[config.mk]
export PLATFORM = sky130hd
export DESIGN_NAME = tmpal_ctrl
export DESIGN_NICKNAME = d
export VERILOG_FILES = /design/src/tmpal_pkg.sv /design/src/tmpal_sync.sv /design/src/tmpal_ctrl.sv
export SDC_FILE = /design/constraint.sdc
export NUM_CORES = 1
export LEC_CHECK = 0
export ABC_CLOCK_PERIOD_IN_PS = 7000
export BUFFER_PORTS_ARGS = -buffer_cell sky130_fd_sc_hd__buf_2
export CAP_MARGIN = 10
export CORE_ASPECT_RATIO = 1.4
export CORE_MARGIN = 4
export CORE_UTILIZATION = 62
export DETAILED_ROUTE_END_ITERATION = 8
export HOLD_SLACK_MARGIN = 0.1
export PLACE_DENSITY = 0.83
export SETUP_SLACK_MARGIN = 0.5
export SYNTH_ARGS = -nofsm -noshare
export SYNTH_HDL_FRONTEND = slang
export SYNTH_SLANG_ARGS = --single-unit
[constraint.sdc]
create_clock -name sys_clk_i -period 7 [get_ports sys_clk_i]
set_clock_uncertainty 0.1 [all_clocks]
set_input_delay 1.4 -clock sys_clk_i [delete_from_list [all_inputs] [get_ports sys_clk_i]]
set_output_delay 1.4 -clock sys_clk_i [all_outputs]
set_load 0.01 [all_outputs]
[src/tmpal_pkg.sv]
// Shared constants and types of the temperature alarm and conversion block.
// Assumes a 100 MHz system clock; all counts below derive from that rate.
package tmpal_pkg;

  // ----------------------------------------------------------------
  // Clock and timing
  // ----------------------------------------------------------------
  localparam int unsigned SYS_CLK_KHZ = 100_000;
  // Conversion time at 9-bit resolution, doubling per resolution step
  localparam int unsigned CONV_TIME_9B_MS = 30;
  localparam int unsigned CONV_9B_CYC = CONV_TIME_9B_MS * SYS_CLK_KHZ;
  // Shortest conversion period at 12-bit resolution
  localparam int unsigned PERIOD_BASE_MS = 250;
  localparam int unsigned PERIOD_BASE_CYC = PERIOD_BASE_MS * SYS_CLK_KHZ;
  // Period multipliers 1, 2, 4, 32 as shift counts
  localparam logic [2:0] PER_SHIFT_0 = 3'h0;
  localparam logic [2:0] PER_SHIFT_1 = 3'h1;
  localparam logic [2:0] PER_SHIFT_2 = 3'h2;
  localparam logic [2:0] PER_SHIFT_3 = 3'h5;
  localparam logic [1:0] RES_MAX = 2'h3;

  // ----------------------------------------------------------------
  // Thermostat mode codes and fault queue depths
  // ----------------------------------------------------------------
  localparam logic [1:0] MODE_COMP = 2'h0;
  localparam logic [1:0] MODE_INTR = 2'h1;
  localparam logic [1:0] MODE_ICMP = 2'h2;
  localparam logic [2:0] FAULTS_0 = 3'h1;
  localparam logic [2:0] FAULTS_1 = 3'h2;
  localparam logic [2:0] FAULTS_2 = 3'h4;
  localparam logic [2:0] FAULTS_3 = 3'h6;

  // ----------------------------------------------------------------
  // Register words and serial command fields
  // ----------------------------------------------------------------
  typedef struct packed {
    logic [1:0] conversion_delay_bits;
    logic [1:0] resolution_bits;
    logic [1:0] fault_queue_bits;
    logic output_polarity_bit;
    logic [1:0] thermostat_mode_bits;
  } tmpal_cfg_t;

  typedef struct packed {
    logic cs_n;
    logic sck;
    logic sdi;
  } tmpal_spi_t;

  localparam tmpal_cfg_t CFG_RESET = '{conversion_delay_bits: 2'h0, resolution_bits: 2'h3,
                                       fault_queue_bits: 2'h0, output_polarity_bit: 1'b0,
                                       thermostat_mode_bits: 2'h0};
  localparam logic [12:0] UPPER_RESET = 13'h0500;   // 80 C in 1/16 C steps
  localparam logic [12:0] LOWER_RESET = 13'h04b0;   // 75 C in 1/16 C steps
  localparam logic [12:0] TEMP_RESET = 13'h0000;
  localparam logic [2:0] TAIL_TEMP = 3'h4;
  localparam logic [2:0] TAIL_CFG = 3'h2;
  localparam logic [2:0] TAIL_LOWER = 3'h4;
  localparam logic [2:0] TAIL_UPPER = 3'h6;
  localparam logic [1:0] PTR_TEMP = 2'h0;
  localparam logic [1:0] PTR_CFG = 2'h1;
  localparam logic [1:0] PTR_LOWER = 2'h2;
  localparam int CMD_RW_BIT = 15;
  localparam logic [7:0] CMD_SHUTDOWN = 8'hff;
  localparam logic [3:0] LAST_BIT = 4'hf;
  localparam logic [3:0] FIRST_UNDRIVEN = 4'he;

endpackage : tmpal_pkg

[src/tmpal_sync.sv]
// Two-flop synchroniser for a group of pin inputs.
// Assumes inputs are asynchronous to sys_clk_i; one flop pair per bit.
`timescale 1ns/100ps

module tmpal_sync #(
  parameter int W = 3,
  parameter logic [W-1:0] RESET_VAL = '0
) (
  // Clock and reset
  input wire logic sys_clk_i,
  input wire logic reset_i,
  // Pins in, synchronised out
  input wire logic [W-1:0] async_i,
  output logic [W-1:0] sync_o
);

  // ----------------------------------------------------------------
  // Per-bit flop pair
  // ----------------------------------------------------------------
  genvar b;
  generate
    for (b = 0; b < W; b++) begin : g_bit
      logic meta;
      logic stable;
      // First flop feeds only the second one
      always_ff @(posedge sys_clk_i or posedge reset_i) begin
        if (reset_i) begin
          meta <= RESET_VAL[b];
          stable <= RESET_VAL[b];
        end else begin
          meta <= async_i[b];
          stable <= meta;
        end
      end
      assign sync_o[b] = stable;
    end
  endgenerate

endmodule // tmpal_sync

[src/tmpal_ctrl.sv]
// Alarm, conversion scheduling and serial register port of a temperature sensor.
// Assumes an external converter presenting a 13-bit code on temp_code_i at sys_clk_i.
`timescale 1ns/100ps

// Summary of operation
// - Mode bits: 00 comparator, 01 interrupt, 10 interrupt-comparator, 11 reserved.
// - Comparator mode selected after reset.
// - Alert active low when polarity bit is 0, active high when 1.
// - Fault queue bits select 1, 2, 4 or 6 consecutive faults.
// - Fault queue bits reset to zero.
// - Comparator: alarm on temperature at or above upper limit for N conversions.
// - Comparator: alarm holds until below lower limit for N conversions.
// - Interrupt: alarm on upper limit for N conversions, cleared by completed read.
// - Interrupt: entering power-down clears the alarm.
// - Interrupt: after clearing, next alarm is below lower limit, alternating.
// - Interrupt-comparator: set as comparator, release needs low count then transaction.
// - Upper limit resets to 80 C, lower limit to 75 C.
// - Limits share result format; tails read 110 upper, 100 lower.
// - All 13 bits compared at every resolution.
// - Resolution bits pick 9 to 12 bits, 30 to 240 ms conversion.
// - Resolution resets to 12 bits.
// - Delay bits pick period 0.25, 0.5, 1 or 8 s at 12 bits.
// - Delay bits reset to zero, 0.25 s period at 12 bits.
// - Conversion time and period scale with resolution.
// - Input sampled on rising clock; output changes after falling clock.
// - Serial output released while chip select is high.
// - Low byte all ones enters power-down after current conversion; else wakes.
// - Result in top 13 bits, bit 2 one, two lowest undriven.
module tmpal_ctrl #(
  parameter logic [31:0] CONV_9B_CYC = 32'(tmpal_pkg::CONV_9B_CYC),
  parameter logic [31:0] PERIOD_BASE_CYC = 32'(tmpal_pkg::PERIOD_BASE_CYC)
) (
  // Clock and reset
  input wire logic sys_clk_i,
  input wire logic reset_i,
  // Serial port pins
  input wire logic cs_n_i,
  input wire logic sck_i,
  input wire logic sdi_i,
  output logic sdo_o,
  output logic sdo_oe_o,
  // Alarm pin
  output logic alert_o,
  // Converter side
  input wire logic [12:0] temp_code_i,
  output logic conv_start_o,
  output logic conv_busy_o,
  output logic [1:0] resolution_o,
  output logic power_down_o
);

  // ----------------------------------------------------------------
  // Pin synchronisers and edge detection
  // ----------------------------------------------------------------
  tmpal_pkg::tmpal_spi_t pins_s;
  tmpal_pkg::tmpal_spi_t pins_q;
  logic sck_rise, sck_fall, cs_fall, cs_act;

  tmpal_sync #(.W(3), .RESET_VAL(3'h4)) u_sync (
    .sys_clk_i(sys_clk_i),
    .reset_i(reset_i),
    .async_i({cs_n_i, sck_i, sdi_i}),
    .sync_o(pins_s)
  );

  // Edges seen on the stable copy only
  assign sck_rise = pins_s.sck & ~pins_q.sck;
  assign sck_fall = ~pins_s.sck & pins_q.sck;
  assign cs_fall = ~pins_s.cs_n & pins_q.cs_n;
  assign cs_act = ~pins_s.cs_n;

  // ----------------------------------------------------------------
  // Serial register port
  // ----------------------------------------------------------------
  tmpal_pkg::tmpal_cfg_t cfg, next_cfg;
  logic [12:0] upper, next_upper, lower, next_lower, temp_q;
  logic [15:0] out_sr, next_out_sr, in_sr, next_in_sr, rd_word, cmd_word;
  logic [3:0] bit_cnt, next_bit_cnt, out_idx, next_out_idx;
  logic [1:0] ptr, next_ptr;
  logic phase_cmd, next_phase_cmd, reload, next_reload, sd_req, next_sd_req;
  logic read_done, unit_done;

  // Word presented for the current pointer
  always_comb begin
    unique case (ptr)
      tmpal_pkg::PTR_TEMP: rd_word = {temp_q, tmpal_pkg::TAIL_TEMP};
      tmpal_pkg::PTR_CFG: rd_word = {4'h0, cfg, tmpal_pkg::TAIL_CFG};
      tmpal_pkg::PTR_LOWER: rd_word = {lower, tmpal_pkg::TAIL_LOWER};
      default: rd_word = {upper, tmpal_pkg::TAIL_UPPER};
    endcase
  end

  assign cmd_word = {in_sr[14:0], pins_s.sdi};

  // Alternating 16-bit response and 16-bit command units
  always_comb begin
    next_cfg = cfg;
    next_upper = upper;
    next_lower = lower;
    next_out_sr = out_sr;
    next_in_sr = in_sr;
    next_bit_cnt = bit_cnt;
    next_out_idx = out_idx;
    next_ptr = ptr;
    next_phase_cmd = phase_cmd;
    next_reload = reload;
    next_sd_req = sd_req;
    read_done = 1'b0;
    unit_done = 1'b0;
    if (cs_fall) begin
      // First response bit valid as soon as chip select falls
      next_out_sr = rd_word;
      next_out_idx = 4'h0;
      next_bit_cnt = 4'h0;
      next_phase_cmd = 1'b0;
      next_reload = 1'b0;
    end else if (!cs_act) begin
      // Partial unit abandoned; pointer kept for next frame
      next_bit_cnt = 4'h0;
      next_phase_cmd = 1'b0;
      next_reload = 1'b0;
    end else if (sck_rise) begin
      if (phase_cmd) begin
        next_in_sr = cmd_word;
      end
      next_bit_cnt = 4'(bit_cnt + 4'h1);
      if (bit_cnt == tmpal_pkg::LAST_BIT) begin
        unit_done = 1'b1;
        next_phase_cmd = ~phase_cmd;
        if (!phase_cmd) begin
          read_done = 1'b1;
          next_ptr = tmpal_pkg::PTR_TEMP;
        end else begin
          next_reload = 1'b1;
          // power-down pattern, any other command wakes
          if (cmd_word[7:0] == tmpal_pkg::CMD_SHUTDOWN) begin
            next_sd_req = 1'b1;
          end else begin
            next_sd_req = 1'b0;
            // Tail decoded first: a negative limit also has its top bit set
            if (cmd_word[2:0] == tmpal_pkg::TAIL_CFG) begin
              next_cfg = cmd_word[11:3];
            end else if (cmd_word[2:0] == tmpal_pkg::TAIL_LOWER) begin
              next_lower = cmd_word[15:3];
            end else if (cmd_word[2:0] == tmpal_pkg::TAIL_UPPER) begin
              next_upper = cmd_word[15:3];
            end else if (cmd_word[tmpal_pkg::CMD_RW_BIT]) begin
              next_ptr = cmd_word[4:3];
            end
          end
        end
      end
    end else if (sck_fall) begin
      // output moves only after falling clock
      if (reload) begin
        next_out_sr = rd_word;
        next_out_idx = 4'h0;
        next_reload = 1'b0;
      end else if (!phase_cmd && bit_cnt != 4'h0) begin
        next_out_sr = {out_sr[14:0], 1'b0};
        next_out_idx = 4'(out_idx + 4'h1);
      end
    end
  end

  // Serial port registers
  always_ff @(posedge sys_clk_i or posedge reset_i) begin
    if (reset_i) begin
      pins_q <= '{cs_n: 1'b1, sck: 1'b0, sdi: 1'b0};
      cfg <= tmpal_pkg::CFG_RESET;
      upper <= tmpal_pkg::UPPER_RESET;
      lower <= tmpal_pkg::LOWER_RESET;
      out_sr <= 16'h0000;
      in_sr <= 16'h0000;
      bit_cnt <= 4'h0;
      out_idx <= 4'h0;
      ptr <= tmpal_pkg::PTR_TEMP;
      phase_cmd <= 1'b0;
      reload <= 1'b0;
      sd_req <= 1'b0;
    end else begin
      pins_q <= pins_s;
      cfg <= next_cfg;
      upper <= next_upper;
      lower <= next_lower;
      out_sr <= next_out_sr;
      in_sr <= next_in_sr;
      bit_cnt <= next_bit_cnt;
      out_idx <= next_out_idx;
      ptr <= next_ptr;
      phase_cmd <= next_phase_cmd;
      reload <= next_reload;
      sd_req <= next_sd_req;
    end
  end

  assign sdo_o = out_sr[15];
  // released when deselected and for the two lowest bits
  assign sdo_oe_o = cs_act & ~phase_cmd & ~reload & (out_idx < tmpal_pkg::FIRST_UNDRIVEN);

  // ----------------------------------------------------------------
  // Conversion scheduler
  // ----------------------------------------------------------------
  typedef enum logic [1:0] {CV_CONVERT, CV_IDLE, CV_SHUT} tmpal_cv_t;
  tmpal_cv_t cv_state, next_cv_state;
  logic [31:0] timer, next_timer, conv_cyc, period_cyc;
  logic [12:0] next_temp_q, code_masked;
  logic [2:0] per_shift;
  logic conv_done, next_start;

  // time and period scale with resolution
  always_comb begin
    unique case (cfg.conversion_delay_bits)
      2'h0: per_shift = tmpal_pkg::PER_SHIFT_0;
      2'h1: per_shift = tmpal_pkg::PER_SHIFT_1;
      2'h2: per_shift = tmpal_pkg::PER_SHIFT_2;
      default: per_shift = tmpal_pkg::PER_SHIFT_3;
    endcase
    conv_cyc = CONV_9B_CYC << cfg.resolution_bits;
    period_cyc = (PERIOD_BASE_CYC << per_shift) >> 2'(tmpal_pkg::RES_MAX - cfg.resolution_bits);
    // Unused result bits read as zero at lower resolution
    code_masked = temp_code_i & ~(13'(13'h7 >> cfg.resolution_bits));
  end

  // Conversion, idle remainder and power-down
  always_comb begin
    next_cv_state = cv_state;
    next_timer = 32'(timer + 32'h1);
    next_temp_q = temp_q;
    next_start = 1'b0;
    conv_done = 1'b0;
    unique case (cv_state)
      CV_CONVERT: begin
        if (timer >= 32'(conv_cyc - 32'h1)) begin
          conv_done = 1'b1;
          next_temp_q = code_masked;
          // finish the running conversion before power-down
          if (sd_req) begin
            next_cv_state = CV_SHUT;
          end else if (period_cyc <= conv_cyc) begin
            next_timer = 32'h0;
            next_start = 1'b1;
          end else begin
            next_cv_state = CV_IDLE;
          end
        end
      end
      CV_IDLE: begin
        if (sd_req) begin
          next_cv_state = CV_SHUT;
        end else if (timer >= 32'(period_cyc - 32'h1)) begin
          next_cv_state = CV_CONVERT;
          next_timer = 32'h0;
          next_start = 1'b1;
        end
      end
      CV_SHUT: begin
        next_timer = 32'h0;
        if (!sd_req) begin
          next_cv_state = CV_CONVERT;
          next_start = 1'b1;
        end
      end
      default: next_cv_state = CV_CONVERT;
    endcase
  end

  // Scheduler registers
  always_ff @(posedge sys_clk_i or posedge reset_i) begin
    if (reset_i) begin
      cv_state <= CV_CONVERT;
      timer <= 32'h0;
      temp_q <= tmpal_pkg::TEMP_RESET;
      conv_start_o <= 1'b0;
    end else begin
      cv_state <= next_cv_state;
      timer <= next_timer;
      temp_q <= next_temp_q;
      conv_start_o <= next_start;
    end
  end

  assign conv_busy_o = (cv_state == CV_CONVERT);
  assign power_down_o = (cv_state == CV_SHUT);
  assign resolution_o = cfg.resolution_bits;

  // ----------------------------------------------------------------
  // Alarm filter
  // ----------------------------------------------------------------
  logic active, next_active, look_low, next_look_low, rel_pend, next_rel_pend;
  logic [2:0] fault_cnt, next_fault_cnt, need;
  logic hot, cold, watch_low, cond, fire, sd_enter;

  always_comb begin
    unique case (cfg.fault_queue_bits)
      2'h0: need = tmpal_pkg::FAULTS_0;
      2'h1: need = tmpal_pkg::FAULTS_1;
      2'h2: need = tmpal_pkg::FAULTS_2;
      default: need = tmpal_pkg::FAULTS_3;
    endcase
  end

  assign hot = $signed(code_masked) >= $signed(upper);
  assign cold = $signed(code_masked) < $signed(lower);
  assign watch_low = (cfg.thermostat_mode_bits == tmpal_pkg::MODE_INTR) ? look_low : active;
  assign cond = watch_low ? cold : hot;
  assign fire = conv_done & cond & (3'(fault_cnt + 3'h1) >= need);
  assign sd_enter = next_sd_req & ~sd_req;

  // Clears first, so a same-cycle fault event wins
  always_comb begin
    next_active = active;
    next_look_low = look_low;
    next_rel_pend = rel_pend;
    next_fault_cnt = fault_cnt;
    if (conv_done) begin
      next_fault_cnt = (cond && !fire) ? 3'(fault_cnt + 3'h1) : 3'h0;
    end
    unique case (cfg.thermostat_mode_bits)
      tmpal_pkg::MODE_INTR: begin
        // cleared by completed read or power-down
        if (read_done || sd_enter) begin
          next_active = 1'b0;
        end
        // alternate between upper and lower trip
        if (fire) begin
          next_active = 1'b1;
          next_look_low = ~look_low;
        end
      end
      tmpal_pkg::MODE_ICMP: begin
        // release after low count plus a later transaction
        if (unit_done && rel_pend) begin
          next_active = 1'b0;
          next_rel_pend = 1'b0;
        end
        if (fire && !active) begin
          next_active = 1'b1;
          next_rel_pend = 1'b0;
        end else if (fire) begin
          next_rel_pend = 1'b1;
        end
      end
      default: begin
        if (fire) begin
          next_active = ~active;
        end
      end
    endcase
  end

  // Alarm registers
  always_ff @(posedge sys_clk_i or posedge reset_i) begin
    if (reset_i) begin
      active <= 1'b0;
      look_low <= 1'b0;
      rel_pend <= 1'b0;
      fault_cnt <= 3'h0;
      alert_o <= 1'b1;
    end else begin
      active <= next_active;
      look_low <= next_look_low;
      rel_pend <= next_rel_pend;
      fault_cnt <= next_fault_cnt;
      alert_o <= cfg.output_polarity_bit ? active : ~active;
    end
  end
endmodule // tmpal_ctrl

# --- Word level (Yosys, flattened, before mapping) ---
# Cells that the tools add are included.
classes:
  n_addsub: 7
  mul: 0
  div: 0
  order_cmp: 7
  eq_ne: 30
  shifts: 4
  mux: 83
  n_bitwise: 23
  n_reduce_logical: 33
op_table:
  columns: ["op", "count"]
  rows:
  - ["$mux 32", 5]
  - ["$mux 16", 6]
  - ["$pmux 32 s3", 1]
  - ["$ge 32x32->1", 2]
  - ["$sub 32x1->32 const B", 2]
  - ["$pmux 16 s3", 1]
  - ["$mux 1", 43]
  - ["$mux 4", 9]
  - ["$add 32x1->32 const B", 1]
  - ["$le 32x32->1", 1]
  - ["$shl 22x2->32 const A", 1]
  - ["$shl 25x3->32 const A", 1]
  - ["$shr 32x2->32", 1]
  - ["$mux 2", 12]
  - ["$pmux 3 s3", 2]
  - ["$reduce_and 9->1", 2]
  - ["$reduce_bool 3->1", 5]
  - ["$ne 2x2->1 const B", 7]
  - ["$and 13x13->13", 1]
  - ["$ge 13x13->1", 1]
  - ["$lt 13x13->1", 1]
  - ["$not 13->13", 1]
  - ["$shr 3x2->13 const A", 1]
  - ["$not 1->1", 12]
  - ["other kinds (31)", 68]
totals:
  ff_bits: 142
  latchBits: 0
  mem_bits_rw: 0
  romBits: 0
  in_bits: 18
  output_inout_bits: 8
  word_cells: 219
  memories: 0

# --- Logic depth before layout (Yosys ltp) ---
# Gate-level depths: netlist of the first run.
logic_depth:
  word_depth: 12
  ltp_mapped: 24
  mapped_depth_nobuf: 22

# --- Modules after synthesis ---
# A second synthesis of the first run with hierarchy kept.
unflattened:
  cells_unflattened: 1147
  hier_area_um2: 10213.5
by_module_without_submodules:
  columns: ["mod", "n_inst", "cells_per_inst", "area_per_inst_um2", "seq_area_each_um2"]
  rows:
  - ["tmpal_ctrl", 1, 1137, 10034.6, 3390.8]
  - ["tmpal_sync", 1, 10, 178.9, 152.6]

# --- Worst setup path before layout of the first run ---
# Ideal clock, no wire load.
synth_timing:
  path_kind: "register to register"
  startpoint: "register cfg (netlist bit resolution_o[0])"
  endpoint: "register timer[15]"
  setup_time_ps: 87
  arrival_ps: 4432
  required_ps: 6813
  slack_ps: 2381
  stages_incl_launch_ff: 24
  n_path_buf: 4
  period_less_slack_ps: 4619
  cell_sequence: "dfstp_2 -> buf_2 -> clkbuf_1 -> buf_1 -> nand2_1 -> a21oi_1 -> inv_1 -> ha_1 -> inv_1 -> a211oi_1 -> o211ai_1 -> nor2b_1 -> a21oi_1 -> o21ai_0 -> xor2_1 -> ha_1 -> nor3_1 -> o21ai_0 -> o311a_1 -> o311a_1 -> a311oi_2 -> a21oi_4 -> buf_6 -> nor3_1"
synth_between:
  elab_chain_len: 7
  word_cells_on_any_way: 14
  cone_classes: "3 x add/sub; 3 x order compare; 2 x shift; 6 x mux"
synth_lines:
  columns: ["element", "line", "source"]
  rows:
  - ["start: declaration", "tmpal_ctrl.sv:75", "tmpal_pkg::tmpal_cfg_t cfg, next_cfg;"]
  - ["start signal: assignment", "tmpal_ctrl.sv:170", "cfg <= tmpal_pkg::CFG_RESET;"]
  - ["start signal: assignment", "tmpal_ctrl.sv:183", "cfg <= next_cfg;"]
  - ["$sub 2x2->2", "tmpal_ctrl.sv:220", "period_cyc = (PERIOD_BASE_CYC << per_shift) >> 2'(tmpal_pkg::RES_MAX - cfg.resolution_bits);"]
  - ["$shr 32x2->32", "tmpal_ctrl.sv:220", null]
  - ["$sub 32x1->32 / $le 32x32->1 (equally long branches)", "tmpal_ctrl.sv:251, tmpal_ctrl.sv:240", null]
  - ["$ge 32x32->1 / $mux 32 (equally long branches)", "tmpal_ctrl.sv:251, tmpal_ctrl.sv:240", null]
  - ["$mux 32, on equally long branches", "tmpal_ctrl.sv:251, tmpal_ctrl.sv:238", null]
  - ["$mux 32, on equally long branches", "tmpal_ctrl.sv:249, tmpal_ctrl.sv:234", null]
  - ["$pmux 32 s3 (*)", "tmpal_ctrl.sv:232", "unique case (cv_state)"]
  - ["via next_timer[15]", "tmpal_ctrl.sv:206", "logic [31:0] timer, next_timer, conv_cyc, period_cyc;"]
  - ["end signal: assignment", "tmpal_ctrl.sv:277", "timer <= next_timer;"]
  - ["end: declaration", "tmpal_ctrl.sv:206", null]
# Mark *: on every way through the listed nets, which the timed path passes. The rest lies on a longest branch.
# A chain may end at the register's enable or synchronous reset.

# --- Worst setup path after layout of the first run ---
layout_timing:
  startpoint: "register cfg[7] (netlist name)"
  endpoint: "register timer[21]"
layout_between:
  elab_chain_len: 9
  word_cells_on_any_way: 15
  cone_classes: "1 x add/sub; 2 x order compare; 2 x eq/ne; 2 x shift; 7 x mux; 1 x reduce/logical"
layout_lines:
  columns: ["element", "line", "source"]
  rows:
  - ["$eq 2x2->1, or another cell as far along", "tmpal_ctrl.sv:213", "unique case (cfg.conversion_delay_bits)"]
  - ["$pmux 3 s3 (*)", "tmpal_ctrl.sv:213", null]
  - ["$shl 25x3->32 (*)", "tmpal_ctrl.sv:220", null]
  - ["$shr 32x2->32 (*)", "tmpal_ctrl.sv:220", null]
  - ["$sub 32x1->32 / $le 32x32->1 (equally long branches)", "tmpal_ctrl.sv:251, tmpal_ctrl.sv:240", null]
  - ["$ge 32x32->1 / $mux 32 (equally long branches)", "tmpal_ctrl.sv:251, tmpal_ctrl.sv:240", null]
  - ["$mux 32, on equally long branches", "tmpal_ctrl.sv:251, tmpal_ctrl.sv:238", null]
  - ["$mux 32, on equally long branches", "tmpal_ctrl.sv:249, tmpal_ctrl.sv:234", null]
  - ["$pmux 32 s3 (*)", "tmpal_ctrl.sv:232", null]
  - ["via next_timer[21]", "tmpal_ctrl.sv:206", null]
# Marked as above.

==> results of run 1 <==
[path summary, 6_finish.rpt]
path,start,to
hold / removal,u_sync.g_bit[1].meta$_DFF_PP0_,u_sync.g_bit[1].stable$_DFF_PP0_
min in group asynchronous,reset_i,pins_q[1]$_DFF_PP0_
setup reg to reg,cfg[7]$_DFFE_PP0P_,timer[21]$_DFF_PP0_
max in group asynchronous,reset_i,cv_state[1]$_DFFE_PP0P_
setup / recovery,cfg[7]$_DFFE_PP0P_,timer[21]$_DFF_PP0_
hold reg to reg,u_sync.g_bit[1].meta$_DFF_PP0_,u_sync.g_bit[1].stable$_DFF_PP0_
[area by class of cell]
class                   instances  area (µm²)  area share [%]
clock buffers                  22         464            4.15
clock inverters                 9        87.6           0.783
inverters                      81         309            2.76
multi-input cells             832        6320            56.5
flip-flops and latches        141        3540            31.7
well taps                     199         249            2.23
repair buffers                 37         215            1.92
[state kept, by name (all words and copies together) (netlist names), 2 cells and up]
register,count
cfg,7
u_sync.g_bit.meta,3
out_sr,15
pins_q,2
u_sync.g_bit.stable,3
fault_cnt,3
cv_state,2
ptr,2
out_idx,4
in_sr,15
temp_q,13
lower,13
upper,13
resolution_o,2
bit_cnt,4
timer,32
[through the flow]
stage	hold slack [ps]	total power, W	utilization [%]	std cells	setup slack, ps
after CTS	255	0.00177	68.6	1321	1620
after global placement	234	0.000908	65.2	1290	1770
after floorplan	231	0.000885	-	1107	1740
after global routing	256	0.00182	68.6	1321	1130
final	254	0.00176	68.6	1321	1580
after detailed placement	241	0.000911	65.2	1290	1640
[kinds of logic (layout without fill, tap and decap cells)]
family | count (synthesis) | count (layout)
adders and majority gates | 120 | 120
xor gates and xnor gates | 53 | 53
DFF | 141 | 141
AOI/OAI and AO/OA | 242 | 242
buffers and inverters | 134 | 149
and+or+nand+nor | 329 | 329
other | 1 | 7
muxes | 81 | 81
[cell usage in the layout (no fill, tap or decap), drive strengths merged, types with 21 or more instances in the layout]
cell	instances
a21oi	44
buf	37
clkbuf	22
dfrtp	129
ha	119
inv	83
mux2	61
nand2	86
nand3	34
nor2	61
nor3	49
o211ai	21
o21ai	63
xnor2	26
xor2	27
[power by group through the flow]
| stage | clock network (W) | logic, W | registers [W] |
|---|---|---|---|
| floorplan | 0 | 0.0000420 | 0.000843 |
| global placement | 0 | 0.0000640 | 0.000844 |
| detailed placement | 0 | 0.0000662 | 0.000844 |
| CTS | 0.000867 | 0.0000676 | 0.000830 |
| global route | 0.000910 | 0.0000763 | 0.000831 |
| finish | 0.000862 | 0.0000664 | 0.000830 |
[layer usage]
layer | vias to the layer above | wire length [µm] | part of all wire [%]
li1 | 4018 | - | -
met1 | 4142 | 10200 | 39
met2 | 315 | 13300 | 51
met3 | 119 | 1170 | 4.4
met4 | 0 | 1720 | 6.5
met5 | - | 0 | 0
==> results.txt, run 1 <==
- Number of remaining DRC errors: 0
- Of the available clock period, the critical path in the final layout requires 77.4%.
- Setup TNS after final layout: 0 ps
* Share of power burned in registers: 47.2%
- Total wire length after detailed routing: 26400 µm
* Ports: 26
* Most numerous cell in the Yosys netlist: dfrtp_1
- Placed inst area: 10600 µm²
- Async set-or-reset flop fraction in the synthesized netlist: 100%
- By area, the combinational part of the netlist is dominated by simple AND/OR/NAND/NOR gates.
- Area fraction in compound gates after synthesis: 15.9%
* Post-DP HPWL: 19300 µm
* Count of pins over their slew limit: 0
- Across the VDD grid, the largest voltage drop is 0.000141 V.
- The worst setup path is captured at a flip-flop.
* Met3 Resource Use GR: 4.87%
* Post-CTS Setup Repair Bufs: 0
* Core Region: 16300 µm²
- The number of hold violations in the final report is 0.
- The number of antenna diodes in the final layout is 0.
* R2r setup slk: 1580 ps
* Ranking of synthesized cells by instance count: 129 x dfrtp_1, 119 x ha_1, 86 x nand2_1, 80 x inv_1, 62 x o21ai_0
* Peak-usage layer in the global routing report: met2
* Number of unique standard cell types used by synthesis: 76
* Hold-fix buffers at CTS: 0
- Post-Synth Adder-Cell Area: 14.4%
- Data on the critical path is required at its endpoint by 7170 ps.
* Post-synthesis simple-gate area fraction: 16.0%
* Startpoint class of the critical path: flip-flop
- Depth of the worst register-to-register path: 18
- The worst pin sits at a relative slew slack of 29.1%.
- Of the post-synthesis cell area, the dominant cell type holds 31.1%.
* Via count of the first global-routing pass: 8646
- In this run, synthesis inferred 0 flip-flops with an integrated enable.
- Synth-to-Final Area Change: 7.72%
- For this run, the detailed router's first-pass iteration total came to 6.
- Cts bufs inserted: 17
- Power density relative to cell area: 157 nW/µm²
- Counting I/O delays and the setup requirement, the final critical path takes 5420 ps.
- Number of nets with antenna violations after detailed routing: 0
- Number of clock sinks seen by CTS: 141
* Portion of the post-synthesis area used by sequential elements: 34.1%
- Std-Cell Rows: 55
- Overflow left after global routing: 0
- Static timing analysis puts the maximum clock frequency at 185 MHz.
* GR Util met1: 33.2%
- Of the total power, the clock network draws 49.0%.
- Yosys printed 0 warnings.
- The tool flagged a number of max-cap violations equal to 0.
* Largest cells by area after synthesis: dfrtp_1 31%, ha_1 14%, mux2_2 6.6%
- Family with the most delay on the worst path: compound AO/OA/AOI/OAI gates
- Hold Path Class: flip-flop to flip-flop
* RSZ-0062 raised after global routing: no
- Global routing used 50.4% of the available met2 tracks.
- Combinational share of power: 3.8%
- Routability congestion estimate: 0.927
- After detailed routing, the number of vias per cell comes to 6.51.
- At the pin with the least slew margin, the transition time is 1060 ps.
- In the global route stage, overall resource usage came out at 28.8%.
- Counting along the longest clock path gives a buffer depth of 2.
- The H-tree generated during clock tree synthesis spans 4 levels.
- The first global-routing pass estimated 44000 µm of wire.
* Post-Syn Instances: 1101
* Number of nets in the final layout: 1247
- Post-DR wirelength/cell: 20.0 µm
- Clock latency reported for the late side of the worst-skew pair: 430 ps
- The synthesized design contains 141 register bits.
* Vias: 8594
- The signal on the critical path passes through inv_1 > ha_1 > and2_1 > mux4_2 > inv_1 > o2111ai_1 > a211oi_1 > o21ai_1 > nor3_1 > xnor2_1 > ha_1 > nand2_1 > a2111oi_0 > o311a_1 > o311a_1 > o21ai_0 > a21oi_4 > nor3_1.
* Maximum fanout along the worst path: 32
* Biggest cell delay along the critical path: 680 ps
* Clock-pin transition on the worst setup and hold timing paths: 60 ps
- TritonCTS built the clock tree.
- Fillcell total: 1225
* Number of buffer cells added on primary ports: 25
- DIE HEIGHT: 161 µm
- Slowest cell on the critical path: a21oi_4
* Iter 0 DRT Violations: 855
- STA puts the critical path data arrival time at 5590 ps.
* Internal power: 0.00135 W
- Number of cells on the critical path: 18
- Classification of the worst setup path: flip-flop to flip-flop
- In this run the static leakage power is 5.06 nW.
- Final setup vio count: 0
* Cell type with the highest aggregate area in the netlist: dfrtp_1
- Entering global routing, the biggest net connects 82 pins.
* Initial Utilization: 63.7%
- Post-CTS repair changed the size of 0 cells.
* Chip width: 117 µm
- The most used flip-flop cell after synthesis is dfrtp_1.
* Synth Area per Inst: 9.43 µm²
* Worst path buffer plus inverter count: 2
* Initial antenna violation count: 0
- In this run the clock root is driven by a clkbuf_16.
- The analysis attributes to net switching a power of 0.000407 W.
* Number of cells traversed by the worst hold path: 0
- Net switching is 23.1% of the power.
- Area of all placed cells without fillers: 11200 µm²
- The die covers 18900 µm².
* Fraction of synthesized cell area in xor and xnor cells: 4.47%
- Fraction of synthesized area in multiplexers: 9.75%
- Proportion of layout cells with a drive suffix above 1: 15.3%
- The run finished with clean final reports.
- Summing every instance area after synthesis gives 10400 µm².
Note: power is estimated with default switching activity, not from simulation.
==> run 2: changes to the inputs <==
--- a/config.mk
+++ b/config.mk
@@ -5,7 +5,7 @@
 export SDC_FILE = /design/constraint.sdc
 export NUM_CORES = 1
 export LEC_CHECK = 0
-export ABC_CLOCK_PERIOD_IN_PS = 7000
+export ABC_CLOCK_PERIOD_IN_PS = 5450
 export BUFFER_PORTS_ARGS = -buffer_cell sky130_fd_sc_hd__buf_2
 export CAP_MARGIN = 10
 export CORE_ASPECT_RATIO = 1.4
==> constraint.sdc (replaced) <==
create_clock -name sys_clk_i -period 5.45 [get_ports sys_clk_i]
set_clock_uncertainty 0.1 [all_clocks]
set_input_delay 1.09 -clock sys_clk_i [delete_from_list [all_inputs] [get_ports sys_clk_i]]
set_output_delay 1.09 -clock sys_clk_i [all_outputs]
set_load 0.01 [all_outputs]
==> run 2 against run 1 <==
Register-to-register slack got worse by 930 ps. Via count up 2.1%. Combinational power is 30% higher. Routed wire length grew 5.1%. Setup slack got worse by 930 ps. Utilization up 2.4 points. Flip-flop and latch count unchanged. Die area unchanged. Power rose by 36%. Largest cell class unchanged. Largest power group unchanged. Highest routed layer unchanged.
==> results.txt, run 2 (synthesis results as in run 1) <==
- Share of the core filled with cells in the final layout: 71.0% (+2.4 points)
- The shortest period the worst path allows is 4790 ps (-624 ps).
- Startpoint class of the critical path: flip-flop
- The highest ir drop seen on vdd came to 0.000190 V (+35%).
* Run status: finished, final reports clean
* Clock root buffer master: clkbuf_16
- Static power due to leakage: 5.27 nW (+4.3%)
* Routability congestion estimate: 0.962 (+3.8%)
- Classification of the worst setup path: flip-flop to flip-flop
* Required time of the critical path: 5700 ps (-1470 ps)
- Number of clock sinks seen by CTS: 141 (unchanged)
- The violation count after the first detailed-route iteration is 891 (+4.2%).
- The boundary pin count was 26 (unchanged).
- The maximum number of pins on one net before global-route repair came to 142 (+73%).
* Number of remaining DRC errors: 0 (unchanged)
* # diodes: 0 (unchanged)
- The cell count after placement came to 1297 (+0.54%).
* Non-filler cells, final: 1336 (+1.1%)
- The die extent in x is 117 µm (unchanged).
- Max reg flops: 32 (unchanged)
- Overflow left after global routing: 0 (unchanged)
- The max-slew violation total from the final report was 0 (unchanged).
- Normalized max-slew margin: 28.6% (-0.44 points)
* Area of all placed cells without fillers: 11600 µm² (+3.5%)
- Std-Cell Rows: 55 (unchanged)
* Registers with the highest flip-flop counts: timer (32), in_sr (15), out_sr (15)
- The die span in y is 161 µm (unchanged).
- The overall fraction of global-route tracks in use is 29.5% (+0.77 points).
- The power density over the cells was 207 nW/µm² (+32%).
- Setup repair after global routing left no endpoint under its margin.
* Largest Register: timer
- Worst slew pin tran: 1070 ps (+6.55 ps)
- Number of nets in the final layout: 1261 (+1.1%)
- The number of clock buffers inserted by TritonCTS is 17 (unchanged).
- Wire length of the first global-routing pass: 45000 µm (+2.2%)
- Via density per instance: 6.57 (+0.98%)
* Final setup vio count: 0 (unchanged)
- Hold Path Class: flip-flop to flip-flop
- The residual antenna-violating net count after detailed routing is 0 (unchanged).
- The placement-stage cell area was 10700 µm² (+0.60%).
- Worst hold slack: 252 ps (-1.04 ps)
- Most common cell after layout, fill and taps aside: dfrtp_1
- The summed negative setup slack over all endpoints is 0 ps (unchanged).
- CP arrival: 5040 ps (-550 ps)
- Total wire length after detailed routing: 27700 µm (+5.1%)
- The fraction of final layout cells sized beyond drive strength 1 was 19.7% (+4.4 points).
* Most frequent cells in the layout: 127 x dfrtp_1, 114 x ha_1, 86 x nand2_1, 77 x inv_1, 62 x o21ai_0
- Number of buffer cells added on primary ports: 25 (unchanged)
* Synth-to-Final Area Change: 11.5%
* Post-DR wirelength/cell: 20.8 µm (+3.9%)
- Initial antenna violation count: 0 (unchanged)
* Clock-pin transition on the worst setup and hold timing paths: 60 ps (about the same)
- The via count of the first global-routing pass was 8989 (+4.0%).
- The area of the die was 18900 µm² (unchanged).
* H-tree levels: 4 (unchanged)
* First-pass iteration count of the detailed router: 6 (unchanged)
- The number of hold violations in the final report came to 0 (unchanged).
- Vias: 8777 (+2.1%)
- Hold-fix buffers at CTS: 0 (unchanged)
- STA classifies the critical path endpoint as a flip-flop.
- Number of max-cap violations: 0 (unchanged)
- The effective utilization at floorplan is 63.7% (unchanged).
* Post-DP HPWL: 19800 µm (+2.6%)
* Share of the clock period used by the worst path after layout: 87.9% (+11 points)
* Maximum clock rate: 209 MHz (+13%)
* Clock latency reported for the late side of the worst-skew pair: 440 ps (about the same)
* Maximum clock path buffer count: 2 (unchanged)
- The placeable core area was 16300 µm² (unchanged).
- TritonCTS built the clock tree.
- Maximum fanout along the worst path: 32 (unchanged)
==> run 2: changes by cell type in the layout (fill, tap and decap cells not counted), moves of 3 or more <==
cell,delta
nor3_1,-16
nor3_2,+16
buf_4,+11
ha_1,-5
clkbuf_1,-3
ha_2,+3
==> run 2: cell type report <==
class	count	area, µm²
Multi-Input combinational cell	832	6490
Timing Repair Buffer	51	349
Clock buffer	19	453
Clock inverter	13	179
Sequential cell	141	3550
Fill cell	1179	4730
Tap cell	199	249
Inverter	81	310
==> run 2: worst max-delay path, stage by stage (launching register included) <==
cell,delay (ps)
dfrtp_2,430
inv_2,100
ha_1,230
and2_1,210
mux4_2,580
a211oi_4,260
o211ai_1,160
nor2b_4,160
nor2_2,130
nor3_1,70
o22ai_1,210
ha_1,280
a21oi_2,150
o21ai_0,100
nor4_1,290
o21bai_1,110
o311a_1,340
a311oi_2,290
a21oi_4,110
buf_12,190
nor3_1,190
==> run 2: metrics by stage <==
stage / worst slack, ps / total power (W)
finish: 657 / 0.00240
global route: 389 / 0.00248
CTS: 512 / 0.00241
detailed placement: 433 / 0.00117
global placement: 650 / 0.00117
floorplan: 831 / 0.00114
==> run 2: where the power goes <==
part           switching [W]  internal (W)  total (W)
combinational      0.0000582     0.0000282  0.0000864
sequential        0.00000749       0.00106    0.00107
clock               0.000491      0.000755    0.00125
total               0.000557       0.00184    0.00240
==> run 2: timing repair <==
item	in CTS	in global routing
gates resized for setup	2	44
setup endpoints to repair	32	32
buffers inserted	0	7
pin swaps	0	9
endpoints found under the hold margin	0	0
gates cloned	0	0
==> run 2: final timing paths <==
kind / start / endpoint / slack, ps / cells past startpoint
setup reg to reg: cfg[7]$_DFFE_PP0P_ / timer[3]$_DFF_PP0_ / 660 / 20
min in group asynchronous: reset_i / reload$_DFFE_PP0P_ / 720 / 3
hold / removal: u_sync.g_bit[1].meta$_DFF_PP0_ / u_sync.g_bit[1].stable$_DFF_PP0_ / 250 / 0
max in group asynchronous: reset_i / cfg[8]$_DFFE_PP0P_ / 3890 / 3
setup / recovery: cfg[7]$_DFFE_PP0P_ / timer[3]$_DFF_PP0_ / 660 / 20
hold reg to reg: u_sync.g_bit[1].meta$_DFF_PP0_ / u_sync.g_bit[1].stable$_DFF_PP0_ / 250 / 0
==> run 2: per-layer routing <==
layer	global-route usage (%)	vias up	share of wire [%]	wire, µm
met2	52.0	391	51	14000
met3	4.83	147	5.4	1510
li1	-	4048	-	-
met1	32.7	4191	37	10300
met5	0	-	0	0
met4	20.1	0	6.8	1890
==> run 3: changes to the inputs <==
--- a/config.mk
+++ b/config.mk
@@ -10,11 +10,11 @@
 export CAP_MARGIN = 10
 export CORE_ASPECT_RATIO = 1.4
 export CORE_MARGIN = 4
-export CORE_UTILIZATION = 62
+export CORE_UTILIZATION = 40
 export DETAILED_ROUTE_END_ITERATION = 8
+export GPL_ROUTABILITY_DRIVEN = 1
 export HOLD_SLACK_MARGIN = 0.1
-export PLACE_DENSITY = 0.83
-export SETUP_SLACK_MARGIN = 0.5
+export PLACE_DENSITY = 0.59
 export SYNTH_ARGS = -nofsm -noshare
 export SYNTH_HDL_FRONTEND = slang
 export SYNTH_SLANG_ARGS = --single-unit
==> run 3 against run 2 <==
Worst hold slack lost 6.5 ps. Utilization is 26 points lower. Die area is 51% higher. Setup slack worse by 300 ps. First-iteration DRC count down 54%. Non-clock buffer count shrank 4. Clock power shrank 10%. Flip-flop and latch count did not move. Register-to-register slack got worse by 300 ps. Critical path depth unchanged. Global-route usage fell by 9.6 points. Power down 5.3%.
==> results.txt, run 3 (synthesis results as in run 1) <==
* Run status: finished, final reports clean
- The overall fraction of global-route tracks in use was 19.9% (-9.6 points).
- Clock-pin transition on the worst setup and hold timing paths: 60 ps (about the same)
* Synth-to-Final Area Change: 10.1%
- The storage element area is 3540 µm² (-0.28%).
- Clock root buffer master: clkbuf_16
- The die extent in x was 144 µm (+23%).
- The fraction of final layout cells sized beyond drive strength 1 came to 16.2% (-3.5 points).
- The library cell used most frequently in the layout, excluding fill and tap cells, is dfrtp_1.
- The power density over the cells was 199 nW/µm² (-4.1%).
* Met2 track demand over resource: 36.0% (-16 points)
- The shortest period the worst path allows came to 5090 ps (+299 ps).
- Initial Utilization: 40.8% (-23 points)
- The DRC violation count after routing was 0 (unchanged).
- Number of buffer cells added on primary ports: 25 (unchanged)
* Post-CTS Setup Repair Bufs: 0 (unchanged)
- Placed inst area: 10900 µm² (+1.7%)
* Vias: 8281 (-5.7%)
* H-tree levels: 4 (unchanged)
* CTS tree: yes
* Max reg flops: 32 (unchanged)
* Iter 0 DRT Violations: 408 (-54%)
- The final standard cell area without fillers was 11400 µm² (-1.3%).
- Number of nets with antenna violations after detailed routing: 0 (unchanged)
* Pin count of the biggest net entering global routing: 52 (-63%)
* Fillcell total: 2498 (+110%)
- Share of the core filled with cells in the final layout: 44.9% (-26 points)
* Number of max-cap violations: 0 (unchanged)
- The leakage power is 5.11 nW (-3.0%).
- In the final layout, the registers with the most flip-flops are timer (32), in_sr (15), out_sr (15).
- Hold-fix buffers at CTS: 0 (unchanged)
- Worst slew pin tran: 1090 ps (+20.7 ps)
- Clock latency reported for the late side of the worst-skew pair: 440 ps (about the same)
* CP arrival: 5340 ps (+300 ps)
- The area of the die came to 28600 µm² (+51%).
- Routability congestion estimate: 0.947 (-1.6%)
- First-pass iteration count of the detailed router: 5 (-1)
* Cts bufs inserted: 17 (unchanged)
- The total number of nets in the final design is 1257 (-0.32%).
- The max-slew violation total from the final report was 0 (unchanged).
* Largest Register: timer
- Post-DR wirelength/cell: 18.9 µm (-9.1%)
- The path class of the tightest hold or removal check is flip-flop to flip-flop.
* Maximum fanout along the worst path: 32 (unchanged)
- The number of hold violations in the final report was 0 (unchanged).
- Ports: 26 (unchanged)
- The worst setup path is launched from a flip-flop.
* Worst ir drop on vdd: 0.000211 V (+11%)
* Gates resized, CTS repair: 0 (-2)
* Worst setup EP type: flip-flop
* Peak-usage layer in the global routing report: met2
- The number of rows in the core area was 69 (+25%).
- Via count of the first global-routing pass: 8475 (-5.7%)
- Via density per instance: 5.70 (-13%)
* DIE HEIGHT: 199 µm (+23%)
* Wire length of the first global-routing pass: 44600 µm (-0.98%)
* Placed insts: 1420 (+9.5%)
* GR Util met1: 23.1% (-9.6 points)
- The footprint of the multi-input gates came to 6330 µm² (-2.5%).
- The count of inserted antenna diode cells was 0 (unchanged).
- Non-filler cells, final: 1452 (+8.7%)
- The placeable core area was 25500 µm² (+56%).
- The relative slew slack is 27.3% (-1.4 points).
- Setup TNS after final layout: 0 ps (unchanged)
* Power consumption: 0.00227 W (-5.3%)
* Required time of the critical path: 5700 ps (about the same)
- Initial antenna violation count: 0 (unchanged)
- Share of the clock period used by the worst path after layout: 93.4% (+5.5 points)
- Total wire length after detailed routing: 27400 µm (-1.2%)
* Met3 Resource Use GR: 3.46% (-1.4 points)
* Final setup vio count: 0 (unchanged)
- Maximum clock path buffer count: 2 (unchanged)
- Setup repair after global routing left no endpoint under its margin.
- Overflow left after global routing: 0 (unchanged)
- Post-DP HPWL: 20600 µm (+4.2%)
- The number of sinks driven by the clock tree was 141 (unchanged).
- Most frequent cells in the layout: 129 x dfrtp_1, 119 x ha_1, 86 x nand2_1, 79 x inv_1, 62 x o21ai_0
- Classification of the worst setup path: flip-flop to flip-flop
- The achievable clock frequency was 196 MHz (-5.9%).
## run 3: changes by cell type in the layout (fill, tap and decap cells not counted), sizes merged
cell | before | now
inv | 85 | 84
clkinvlp | 4 | 3
bufinv | 3 | 1
buf | 51 | 47
clkbuf | 19 | 20
clkinv | 2 | 5
## run 3: power by group
group          switching, W  internal (W)
registers        0.00000670       0.00106
logic             0.0000568     0.0000275
clock network      0.000489      0.000632
## run 3: through the flow
stage | hold WS (ps) | setup slack [ps]
after CTS | 250 | 386
after floorplan | 231 | 499
after global routing | 260 | 7.15
after detailed placement | 236 | 436
after global placement | 233 | 631
final | 246 | 358
## run 3: layer usage
metal	up-vias	wire, µm
met1	4033	11500
met5	-	0
met3	59	833
met2	166	14200
met4	0	906
li1	4023	-
## run 3: final timing paths
| check | from | to | slack [ps] | cells after the start |
|---|---|---|---|---|
| max | cfg[8]$_DFFE_PP0P_ | timer[30]$_DFF_PP0_ | 360 | 20 |
| max in group asynchronous | reset_i | in_sr[10]$_DFFE_PP0P_ | 3650 | 3 |
| max reg2reg | cfg[8]$_DFFE_PP0P_ | timer[30]$_DFF_PP0_ | 360 | 20 |
| min | u_sync.g_bit[0].meta$_DFF_PP0_ | u_sync.g_bit[0].stable$_DFF_PP0_ | 250 | 0 |
| min in group asynchronous | reset_i | bit_cnt[2]$_DFFE_PP0P_ | 570 | 2 |
| min reg2reg | u_sync.g_bit[0].meta$_DFF_PP0_ | u_sync.g_bit[0].stable$_DFF_PP0_ | 250 | 0 |
## run 3: cell type report
type | count | area share, %
Sequential cell | 141 | 31.0
Timing Repair Buffer | 47 | 2.65
Clock buffer | 20 | 3.82
Tap cell | 319 | 3.49
Multi-Input combinational cell | 832 | 55.3
Clock inverter | 12 | 1.01
Inverter | 81 | 2.70
## run 3: worst max-delay path: stages (launching register included)
cell and delay, ps:
dfrtp_1 440, inv_1 140, ha_1 330, and2_1 230, mux4_2 540, a211oi_1 320
o211ai_1 160, nor2b_1 180, nor2_1 170, nor3_1 90, o22ai_1 240, ha_1 290
a21oi_1 150, o21ai_0 120, nor4_1 210, o21bai_1 130, o311a_1 340, a311oi_2 330
a21oi_4 100, buf_12 180, nor3_1 190
